**config.mk**
```make
export PLATFORM = sky130hd
export DESIGN_NAME = hcc_slave
export DESIGN_NICKNAME = d
export VERILOG_FILES = /design/src/hcc_sync.v /design/src/hcc_slave.v
export VERILOG_INCLUDE_DIRS = /design/src
export SDC_FILE = /design/constraint.sdc
export NUM_CORES = 1
export LEC_CHECK = 0
export BUFFER_PORTS_ARGS = -buffer_cell sky130_fd_sc_hd__buf_2
export CAP_MARGIN = 20
export CORE_MARGIN = 4
export CORE_UTILIZATION = 60
export DETAILED_ROUTE_END_ITERATION = 7
export PLACE_DENSITY = 0.84
export SYNTH_ARGS = -nofsm -noshare
export SYNTH_HDL_FRONTEND = slang
export SYNTH_HIERARCHICAL = 1
export SYNTH_SLANG_ARGS = --single-unit
```
**constraint.sdc**
```tcl
create_clock -name mclk -period 4.95 [get_ports mclk]
set_clock_uncertainty 0.15 [all_clocks]
set_input_delay 0.495 -clock mclk [delete_from_list [all_inputs] [get_ports mclk]]
set_output_delay 0.495 -clock mclk [all_outputs]
set_load 0.05 [all_outputs]
```
**src/hcc_consts.vh**
```
`ifndef HCC_CONSTS_VH
`define HCC_CONSTS_VH
// ==================================================
// register offsets (byte addresses)
`define HCC_OFF_CTRL3 5'h00
`define HCC_OFF_CTRL1 5'h04
`define HCC_OFF_STATUS 5'h08
`define HCC_OFF_CLEAR 5'h0C
`define HCC_OFF_INTEN 5'h10
`define HCC_OFF_DATA 5'h14
`define HCC_OFF_ADDR 5'h18
// ==================================================
// control three fields
`define HCC_C3_DATA_HOLD_EN 0
`define HCC_C3_ADDRESS_HOLD_EN 1
`define HCC_C3_SLAVE_COLLISION_DETECT_EN 2
`define HCC_C3_SDA_HOLD_SELECT 3
`define HCC_C3_BUFFER_OVERWRITE_EN 4
`define HCC_C3_ACK_TIME_STATUS 7
`define HCC_C3_RESET 8'h00
// ==================================================
// control one fields
`define HCC_C1_CKP 4
`define HCC_C1_MODE_LSB 0
`define HCC_C1_RESET 8'h10
`define HCC_MODE_SLAVE7 4'h6
`define HCC_MODE_I2C_MASTER 4'h8
`define HCC_MODE_SPI_MASTER 4'h0
// ==================================================
// status / interrupt bits
`define HCC_ST_BCL 0
`define HCC_ST_RX 1
`define HCC_ST_OVF 2
`define HCC_ST_ADDR 3
`define HCC_ST_W 4
// ==================================================
// timing
`define HCC_CLK_MHZ 50
`define HCC_HOLD_NS 300
`define HCC_HOLD_CYC ((`HCC_HOLD_NS * `HCC_CLK_MHZ + 999) / 1000)
`endif

```
**src/hcc_sync.v**
```verilog
`timescale 1ns/1ps
`default_nettype none
// ==================================================
// two-flop synchroniser
module hcc_sync (
    // clock
    input wire mclk,
    input wire sys_rst,
    // data
    input wire din,
    output reg dout
);
reg stage;
always @(posedge mclk) begin
    if (sys_rst) begin
        stage <= 1'b1;
        dout <= 1'b1;
    end else begin
        stage <= din;
        dout <= stage;
    end
end
endmodule // hcc_sync
`default_nettype wire

```
**src/hcc_slave.v**
```verilog
`timescale 1ns/1ps
`default_nettype none
`include "hcc_consts.vh"
module hcc_slave (
    // clock and reset
    input wire mclk,
    input wire sys_rst,
    // avalon-mm slave
    input wire [4:0] avs_address,
    input wire avs_read,
    input wire avs_write,
    input wire [31:0] avs_writedata,
    output reg [31:0] avs_readdata,
    output wire avs_waitrequest,
    // i2c pins
    input wire scl_in,
    output wire scl_out,
    output wire scl_oe_n,
    input wire sda_in,
    output wire sda_out,
    output wire sda_oe_n,
    // interrupt
    output wire irq
);
// ==================================================
// pins
wire scl_s;
wire sda_s;
hcc_sync u_scl (.mclk(mclk), .sys_rst(sys_rst), .din(scl_in), .dout(scl_s));
hcc_sync u_sda (.mclk(mclk), .sys_rst(sys_rst), .din(sda_in), .dout(sda_s));
reg scl_d;
reg sda_d;
wire scl_rise = scl_s & ~scl_d;
wire scl_fall = ~scl_s & scl_d;
wire start_cond = scl_s & scl_d & sda_d & ~sda_s;
wire stop_cond = scl_s & scl_d & ~sda_d & sda_s;
// ==================================================
// registers
reg [7:0] ctrl3;
reg [7:0] ctrl1;
reg [4:0] status;
reg [4:0] inten;
reg [7:0] rx_data;
reg [7:0] tx_data;
reg [6:0] own_addr;
reg ack_time;
wire [3:0] mode = ctrl1[3:0];
wire is_slave = (mode == `HCC_MODE_SLAVE7);
wire master_mode = (mode == `HCC_MODE_I2C_MASTER) ||
    (mode == `HCC_MODE_SPI_MASTER);
wire buffer_overwrite_en_eff = ctrl3[`HCC_C3_BUFFER_OVERWRITE_EN] & ~master_mode;
wire hold_any = ctrl3[`HCC_C3_ADDRESS_HOLD_EN] | ctrl3[`HCC_C3_DATA_HOLD_EN];
reg rd_wait_done;
assign avs_waitrequest = avs_read & ~rd_wait_done;
assign irq = |(status & inten);
// ==================================================
// slave machine
localparam ST_IDLE = 3'h0;
localparam ST_RECV = 3'h1;
localparam ST_ACK = 3'h2;
localparam ST_SEND = 3'h3;
localparam ST_MACK = 3'h4;
reg [2:0] state;
reg [7:0] shift;
reg [3:0] bitcnt;
reg is_addr;
reg reading;
reg sda_drv_low;
reg sda_want_low;
reg scl_hold;
reg [4:0] hold_cnt;
reg ack_ok;
reg rx_full;
localparam [31:0] HOLD_CYC_FULL = `HCC_HOLD_CYC;
wire [4:0] hold_cyc = HOLD_CYC_FULL[4:0];
assign scl_out = 1'b0;
assign scl_oe_n = ~scl_hold;
assign sda_out = 1'b0;
assign sda_oe_n = ~sda_drv_low;
wire wr_hit = avs_write;
wire ckp_set = wr_hit && avs_address == `HCC_OFF_CTRL1 &&
    avs_writedata[`HCC_C1_CKP];
reg [4:0] ev;
always @(posedge mclk) begin
    if (sys_rst) begin
        state <= ST_IDLE;
        shift <= 8'h00;
        bitcnt <= 4'h0;
        is_addr <= 1'b0;
        reading <= 1'b0;
        sda_want_low <= 1'b0;
        scl_hold <= 1'b0;
        ack_ok <= 1'b0;
        ev <= 5'h00;
        rx_data <= 8'h00;
        rx_full <= 1'b0;
        ack_time <= 1'b0;
        scl_d <= 1'b1;
        sda_d <= 1'b1;
    end else begin
        scl_d <= scl_s;
        sda_d <= sda_s;
        ev <= 5'h00;
        if (ckp_set)
            scl_hold <= 1'b0;
        if (avs_read && avs_address == `HCC_OFF_DATA)
            rx_full <= 1'b0;
        if (!is_slave || stop_cond) begin
            state <= ST_IDLE;
            sda_want_low <= 1'b0;
            ack_time <= 1'b0;
        end else if (start_cond) begin
            state <= ST_RECV;
            bitcnt <= 4'h0;
            is_addr <= 1'b1;
            sda_want_low <= 1'b0;
        end else if (scl_rise && ctrl3[`HCC_C3_SLAVE_COLLISION_DETECT_EN] &&
                !sda_want_low && !sda_s &&
                (state == ST_SEND)) begin
            ev[`HCC_ST_BCL] <= 1'b1;
            state <= ST_IDLE;
            sda_want_low <= 1'b0;
        end else begin
            case (state)
            ST_RECV: begin
                if (scl_rise) begin
                    shift <= {shift[6:0], sda_s};
                    bitcnt <= bitcnt + 4'h1;
                end
                if (scl_fall && bitcnt == 4'h8) begin
                    ack_time <= hold_any;
                    if (is_addr) begin
                        ack_ok <= (shift[7:1] == own_addr);
                        reading <= shift[0];
                        sda_want_low <= (shift[7:1] == own_addr);
                        if (shift[7:1] == own_addr) begin
                            ev[`HCC_ST_ADDR] <= 1'b1;
                            if (ctrl3[`HCC_C3_ADDRESS_HOLD_EN])
                                scl_hold <= 1'b1;
                        end
                    end else begin
                        ack_ok <= !rx_full || buffer_overwrite_en_eff;
                        sda_want_low <= !rx_full || buffer_overwrite_en_eff;
                        if (!rx_full || buffer_overwrite_en_eff) begin
                            rx_data <= shift;
                            rx_full <= 1'b1;
                            ev[`HCC_ST_RX] <= 1'b1;
                        end else
                            ev[`HCC_ST_OVF] <= 1'b1;
                        if (ctrl3[`HCC_C3_DATA_HOLD_EN])
                            scl_hold <= 1'b1;
                    end
                    state <= ST_ACK;
                end
            end
            ST_ACK: begin
                if (scl_fall) begin
                    ack_time <= 1'b0;
                    bitcnt <= 4'h0;
                    if (!ack_ok) begin
                        state <= ST_IDLE;
                        sda_want_low <= 1'b0;
                    end else if (is_addr && reading) begin
                        state <= ST_SEND;
                        shift <= tx_data;
                        sda_want_low <= ~tx_data[7];
                        ev[`HCC_ST_W] <= 1'b1;
                        scl_hold <= 1'b1;
                    end else begin
                        state <= ST_RECV;
                        sda_want_low <= 1'b0;
                    end
                    is_addr <= 1'b0;
                end
            end
            ST_SEND: begin
                if (scl_fall) begin
                    bitcnt <= bitcnt + 4'h1;
                    shift <= {shift[6:0], 1'b1};
                    if (bitcnt == 4'h7) begin
                        state <= ST_MACK;
                        sda_want_low <= 1'b0;
                    end else
                        sda_want_low <= ~shift[6];
                end
            end
            ST_MACK: begin
                if (scl_rise)
                    ack_ok <= !sda_s;
                if (scl_fall) begin
                    bitcnt <= 4'h0;
                    if (ack_ok) begin
                        state <= ST_SEND;
                        shift <= tx_data;
                        sda_want_low <= ~tx_data[7];
                        ev[`HCC_ST_W] <= 1'b1;
                        scl_hold <= 1'b1;
                    end else
                        state <= ST_IDLE;
                end
            end
            default: state <= ST_IDLE;
            endcase
        end
    end
end
// ==================================================
// sda hold timer
always @(posedge mclk) begin
    if (sys_rst) begin
        sda_drv_low <= 1'b0;
        hold_cnt <= 5'h00;
    end else begin
        if (scl_fall && ctrl3[`HCC_C3_SDA_HOLD_SELECT])
            hold_cnt <= hold_cyc;
        else if (hold_cnt != 5'h00)
            hold_cnt <= hold_cnt - 5'h01;
        if (hold_cnt == 5'h00 && !(scl_fall && ctrl3[`HCC_C3_SDA_HOLD_SELECT]))
            sda_drv_low <= sda_want_low;
    end
end
// ==================================================
// register access
always @(posedge mclk) begin
    if (sys_rst) begin
        ctrl3 <= `HCC_C3_RESET;
        ctrl1 <= `HCC_C1_RESET;
        status <= 5'h00;
        inten <= 5'h00;
        tx_data <= 8'hFF;
        own_addr <= 7'h00;
    end else begin
        status <= (status & ~((wr_hit && avs_address == `HCC_OFF_CLEAR) ?
            avs_writedata[4:0] : 5'h00)) | ev;
        if (wr_hit) begin
            case (avs_address)
            `HCC_OFF_CTRL3: ctrl3 <= {1'b0, 2'b00, avs_writedata[4:0]};
            `HCC_OFF_CTRL1: ctrl1 <= avs_writedata[7:0];
            `HCC_OFF_INTEN: inten <= avs_writedata[4:0];
            `HCC_OFF_DATA: tx_data <= avs_writedata[7:0];
            `HCC_OFF_ADDR: own_addr <= avs_writedata[7:1];
            default: ;
            endcase
        end
        if (scl_hold && !ckp_set)
            ctrl1[`HCC_C1_CKP] <= 1'b0;
        else if (ckp_set)
            ctrl1[`HCC_C1_CKP] <= 1'b1;
    end
end
always @(posedge mclk) begin
    if (sys_rst)
        rd_wait_done <= 1'b0;
    else
        rd_wait_done <= avs_read & ~rd_wait_done;
    if (sys_rst)
        avs_readdata <= 32'h00000000;
    else if (avs_read && !rd_wait_done) begin
        case (avs_address)
        `HCC_OFF_CTRL3:
            avs_readdata <= {24'h000000, ack_time, 2'b00, ctrl3[4:0]};
        `HCC_OFF_CTRL1: avs_readdata <= {24'h000000, ctrl1};
        `HCC_OFF_STATUS: avs_readdata <= {27'h0000000, status};
        `HCC_OFF_INTEN: avs_readdata <= {27'h0000000, inten};
        `HCC_OFF_DATA: avs_readdata <= {24'h000000, rx_data};
        `HCC_OFF_ADDR: avs_readdata <= {24'h000000, own_addr, 1'b0};
        default: avs_readdata <= 32'h00000000;
        endcase
    end
end
endmodule // hcc_slave
`default_nettype wire

```
== Word level (Yosys, flattened, before mapping) ==
Cells that the tools add are included.
Operators by class
  equality and inequality tests: 34
  $add $sub $neg: 2
  reductions and logical operators: 61
  muxes and demuxes: 84
  bitwise gates (word level): 30
Operators with widths (number)
  8-bit two-way mux: 7
  1-bit two-way mux: 50
  8-bit one-hot mux with 6 select lines: 1
  8-bit one-hot mux with 4 select lines: 1
  4-bit two-way mux: 7
  6-bit AND reduction: 4
  2-bit inequality test (second input constant): 10
  1-bit NOT: 16
  5-bit equality test (second input constant): 3
  3-bit two-way mux: 5
  5-bit two-way mux: 3
  5-bit AND reduction: 3
  1-bit logical AND: 14
  7-bit OR reduction: 2
  4-bit inequality test (second input constant): 3
  3-bit one-hot mux with 4 select lines: 1
  4-bit one-hot mux with 3 select lines: 1
  2-bit AND reduction: 6
  11-bit AND reduction: 1
  5-bit AND: 2
  5-bit by 4-bit equality test with 1-bit output (second input constant): 2
  5-bit logical NOT: 2
  2-bit nonzero test: 5
  1-bit AND: 9
  33 further kinds: 53
Word-level totals
  logic and storage cells: 245
  register bits: 118
  output and inout port bits: 38
  input port bits: 43

== Depth between registers and ports, before layout ==
  depth in word-level cells: 12
  depth in mapped cells: 8

== By module ==
The synthesis kept the hierarchy.
Modules (own cells, without submodules)
  hcc_slave: cells an instance 537, area an instance 4636.9 µm², seq. area each 1801.7 µm², instances 1
  hcc_sync: cells an instance 4, area an instance 52.6 µm², seq. area each 40.0 µm², instances 2

== Least setup slack after synthesis ==
OpenSTA, ideal clock, no wires.
  kind: in2reg
  from: input port avs_address[4]
  to: register scl_hold
  setup slack: 2850 ps
  data arrival time: 1834 ps
  setup time: 116 ps
  cell stages on the path: 6
  path buffers: 1
  cells stage by stage: or4b_4 or3b_1 buf_6 o21a_1 nand2_1 o21ai_1
On the way
  longest elaborated chain between the ends: 12
Ends and longest elaborated chain
  start: declaration: RTL line hcc_slave.v:9  | input wire [4:0] avs_address,
  5-bit by 3-bit equality test with 1-bit output (*)
  1-bit logical AND (no source line) (*)
  1-bit logical AND (*): RTL line hcc_slave.v:81  | wire ckp_set = wr_hit && avs_address == `HCC_OFF_CTRL1 &&
  1-bit two-way mux (*): RTL line hcc_slave.v:104  | if (ckp_set)
  1-bit two-way mux: RTL line hcc_slave.v:138  | if (ctrl3[`HCC_C3_ADDRESS_HOLD_EN])
  1-bit two-way mux: RTL line hcc_slave.v:136  | if (shift[7:1] == own_addr) begin
  1-bit two-way mux: RTL line hcc_slave.v:132  | if (is_addr) begin
  1-bit two-way mux: RTL line hcc_slave.v:130  | if (scl_fall && bitcnt == 4'h8) begin
  1-bit one-hot mux with 3 select lines: RTL line hcc_slave.v:124  | case (state)
  1-bit two-way mux: RTL line hcc_slave.v:117  | end else if (scl_rise && ctrl3[`HCC_C3_SLAVE_COLLISION_DETECT_EN] &&
  1-bit two-way mux: RTL line hcc_slave.v:112  | end else if (start_cond) begin
  1-bit two-way mux (*): RTL line hcc_slave.v:108  | if (!is_slave || stop_cond) begin
  end signal: assignment: RTL line hcc_slave.v:105  | scl_hold <= 1'b0;
  end signal: assignment: RTL line hcc_slave.v:139  | scl_hold <= 1'b1;
  end signal: assignment: RTL line hcc_slave.v:151  | scl_hold <= 1'b1;
  end: declaration: RTL line hcc_slave.v:70  | reg scl_hold;
Every way passes the cells marked *; elsewhere a longest branch is shown, timed or not.
A chain may end at the register's enable or synchronous reset.

== Worst setup path after layout ==
  from: register state[1]
  to: register shift[3]
On the way
  longest elaborated chain between the ends: 4
Ends and longest elaborated chain
  start: declaration: RTL line hcc_slave.v:63  | reg [2:0] state;
  start signal: assignment: RTL line hcc_slave.v:86  | state <= ST_IDLE;
  start signal: assignment: RTL line hcc_slave.v:109  | state <= ST_IDLE;
  start signal: assignment: RTL line hcc_slave.v:113  | state <= ST_RECV;
  parallel branches: the longest is 4 deep, another holds 11-bit AND reduction
  end signal: assignment: RTL line hcc_slave.v:127  | shift <= {shift[6:0], sda_s};
  end signal: assignment: RTL line hcc_slave.v:165  | shift <= tx_data;
  end signal: assignment: RTL line hcc_slave.v:179  | shift <= {shift[6:0], 1'b1};
  end: declaration: RTL line hcc_slave.v:64  | reg [7:0] shift;
Several ways; the timed one is not identified.

==> impl_results.md <==
* Core area at 7690 um^2
* Hold Crit Start: sda_in
* Post-synth EDFFs at 0
* Worst-Margin Slew at 933 ps
* Outcome: complete, no violations
* Worst Setup End Kind: flip-flop
* CTS tree: yes
* WS Path Type: flip-flop to flip-flop
* Hold Path Stages at 2
* Worst path max stage delay at 760 ps
* Syn Std Cell Area at 4740 um^2
* Synth area leader: dfxtp_1
* CTS Buf Count at 9
* Share of the synthesized area in the top cell type at 39.7%
* Vias per cell at 5.93
* Post-route clock period utilization at 52.3%
* Cell Chain, Critical Path: xnor2_1, nor2_1, mux2_2, nand2_1, mux2i_1
* Die area at 9390 um^2
* Synth area leaders: dfxtp_1 40%, mux2i_1 11%, nand2_1 5.5%, nor2_1 4.8%, buf_4 4.6%
* Post-DP HPWL at 7990 um
* Vias after detailed routing at 3,964
* GRT Total Usage at 24.3%
* Area grow syn2layout at 5.99%
* Drt total wl at 11,500 um
* Setup_tns at 0 ps
* Synth unique cells at 71
* Sequential-to-total area share from yosys stat at 39.7%
* Avg WL per Cell at 17.2 um
* Worst Hold End: u_sda/stage
* R2r startpoint: state[1]
* Register bit total from synthesis at 94
* Die Width at 96.9 um
* Critical path's top delay family: simple AND/OR/NAND/NOR gates
* Final Hold Viols at 0
* Pwr dens at 307 nW/um^2
* RD Place Congestion at 0.924
* Root Buffer: clkbuf_8
* # DRC at 0
* Layout cells sized above 1 at 12.4%
* Vias in the first global route at 3,693
* First-pass GRT wire length at 18,700 um
* Fmax at 386 MHz
* Unrepaired setup endpoints after global routing: false
* CTS resizes at 0
* Clock transition at path regs at 90 ps
* Async set-reset flop share out of synthesis at 0%
* # port buffers at 30
* Ant. Diodes at 0
* Largest net degree at the start of global routing at 71
* Hold slack at 162 ps
* Initial core utilization at 61.7%
* Postcts setup bufs at 0
* Final Core Density at 65.4%
* YS warnings at 6
* Height of the die at 96.9 um
* Grt total ovfl at 0
* Post-Syn Instances at 545
* Reg2reg setup slack at 2360 ps
* Drt pass-1 iters at 5
* Antenna violations before repair at 0
* Pre-CTS WS at 2340 ps
* H-tree depth at 3
* Final worst setup slack at 2360 ps
* Most frequent cells in the layout: 94 x dfxtp_1, 70 x nand2_1, 61 x nor2_1, 51 x mux2i_1, 34 x a21oi_1
* Final Critical Period at 2590 ps
* CP Launch Type: flip-flop
* Slew HR at 37.6%
* 1st-iter DRT viols at 418
* Max-capacitance violation count at 0
* Routed Antenna Nets at 0
* Final Setup Violations at 0
* Leakage power total at 0.00197 uW
* Buffers & Inverters on Critical Path at 0
* Syn avg cell area at 8.70 um^2
* Max Root-Sink Buffers at 2
* Layout net count at 608
* Worst Reg-to-Reg Cells at 5
* Num ports at 81
* Worst vdd ir at 0.184 mV
* Main synth FF type: dfxtp_1
* CP arrival at 2660 ps
* Worst path slowest cell: dfxtp_1
* Hold crit path type: primary input to flip-flop
* # rows at 32
* Most common cell after layout, fill and taps aside: dfxtp_1
* Worst r2r dst: shift[3]
* CP Max Fanout at 16
* Clk_lat worst skew at 370 ps
* Critical path required time at 5020 ps
* CTS Sinks at 94
* CTS Hold Bufs at 0
* Final max-slew violation count at 0
* Layout fillers at 650
-- how the worst max path moves through the flow --
stage               slack, ps  endpoint  depth (start not counted)      startpoint
finish                   2360  shift[3]                          5        state[1]
global placement         2380  scl_hold                          6  avs_address[4]
detailed placement       2340  scl_hold                          6  avs_address[4]
floorplan                2850  scl_hold                          6  avs_address[4]
global route             2240  shift[2]                          5        state[1]
CTS                      2410  shift[3]                          5        state[1]
-- layout make-up --
cell class / count / area [um^2] / area share [%]
Clock inverter: 5 / 81.3 / 1.62
Clock buffer: 11 / 131 / 2.61
Timing Repair Buffer: 32 / 165 / 3.29
Multi-Input combinational cell: 409 / 2580 / 51.4
Inverter: 15 / 56.3 / 1.12
Tap cell: 102 / 128 / 2.54
Sequential cell: 94 / 1880 / 37.4
-- registers in the layout, indices dropped and copies added (netlist names), 7 cells and up --
register,cells
avs_readdata,8
ctrl1,8
rx_data,8
shift,8
tx_data,8
own_addr,7
-- per-layer routing --
layer	GRT usage [%]	wire [um]
met1	32.3	4890
met2	38.1	5360
met3	6.78	965
met4	8.42	268
met5	0	0
-- synthesized netlist by cell type, types with 3 or more instances --
master / count
mux2_2: 8
a21oi_1: 34
a22o_1: 6
nand2_1: 70
nor3_1: 13
mux2i_1: 51
xnor2_1: 9
buf_4: 29
clkbuf_1: 11
nand3_1: 18
nand4_1: 5
nor2b_1: 3
buf_1: 3
a211oi_1: 4
buf_2: 8
nor2_1: 61
or2_1: 4
inv_1: 14
or3_1: 4
o21ai_0: 7
o221ai_1: 3
nand2b_1: 9
a31oi_1: 3
ha_1: 4
nand3b_1: 4
nor3b_1: 4
dfxtp_1: 94
-- logic make-up (layout without fill, tap and decap cells) --
family | Yosys count | after routing | share of synthesized area (%)
and+or+nand+nor | 224 | 224 | 24.7
DFF | 94 | 94 | 39.7
AOI/OAI and AO/OA | 86 | 86 | 12.0
buffers and inverters | 67 | 63 | 7.97
muxes | 59 | 59 | 12.7
xor gates and xnor gates | 10 | 10 | 1.85
adders and majority gates | 4 | 4 | 1.06
other | 1 | 26 | 0.0791
-- stage by stage --
step | power, uW | cell area [um^2] | cells
5_1_grt | 1610 | 5030 | 668
4_1_cts | 1550 | 5030 | 668
2_1_floorplan | 984 | 4840 | 570
3_5_place_dp | 1000 | 4810 | 652
6_report | 1540 | 5030 | 668
3_3_place_gp | 998 | 4810 | 652
-- power breakdown --
| part | switching, uW | internal (uW) | total (uW) |
|---|---|---|---|
| combinational | 135 | 64.1 | 199 |
| clock | 267 | 286 | 553 |
| sequential | 14.6 | 775 | 790 |
No activity file was read; power rests on OpenSTA's default activity.
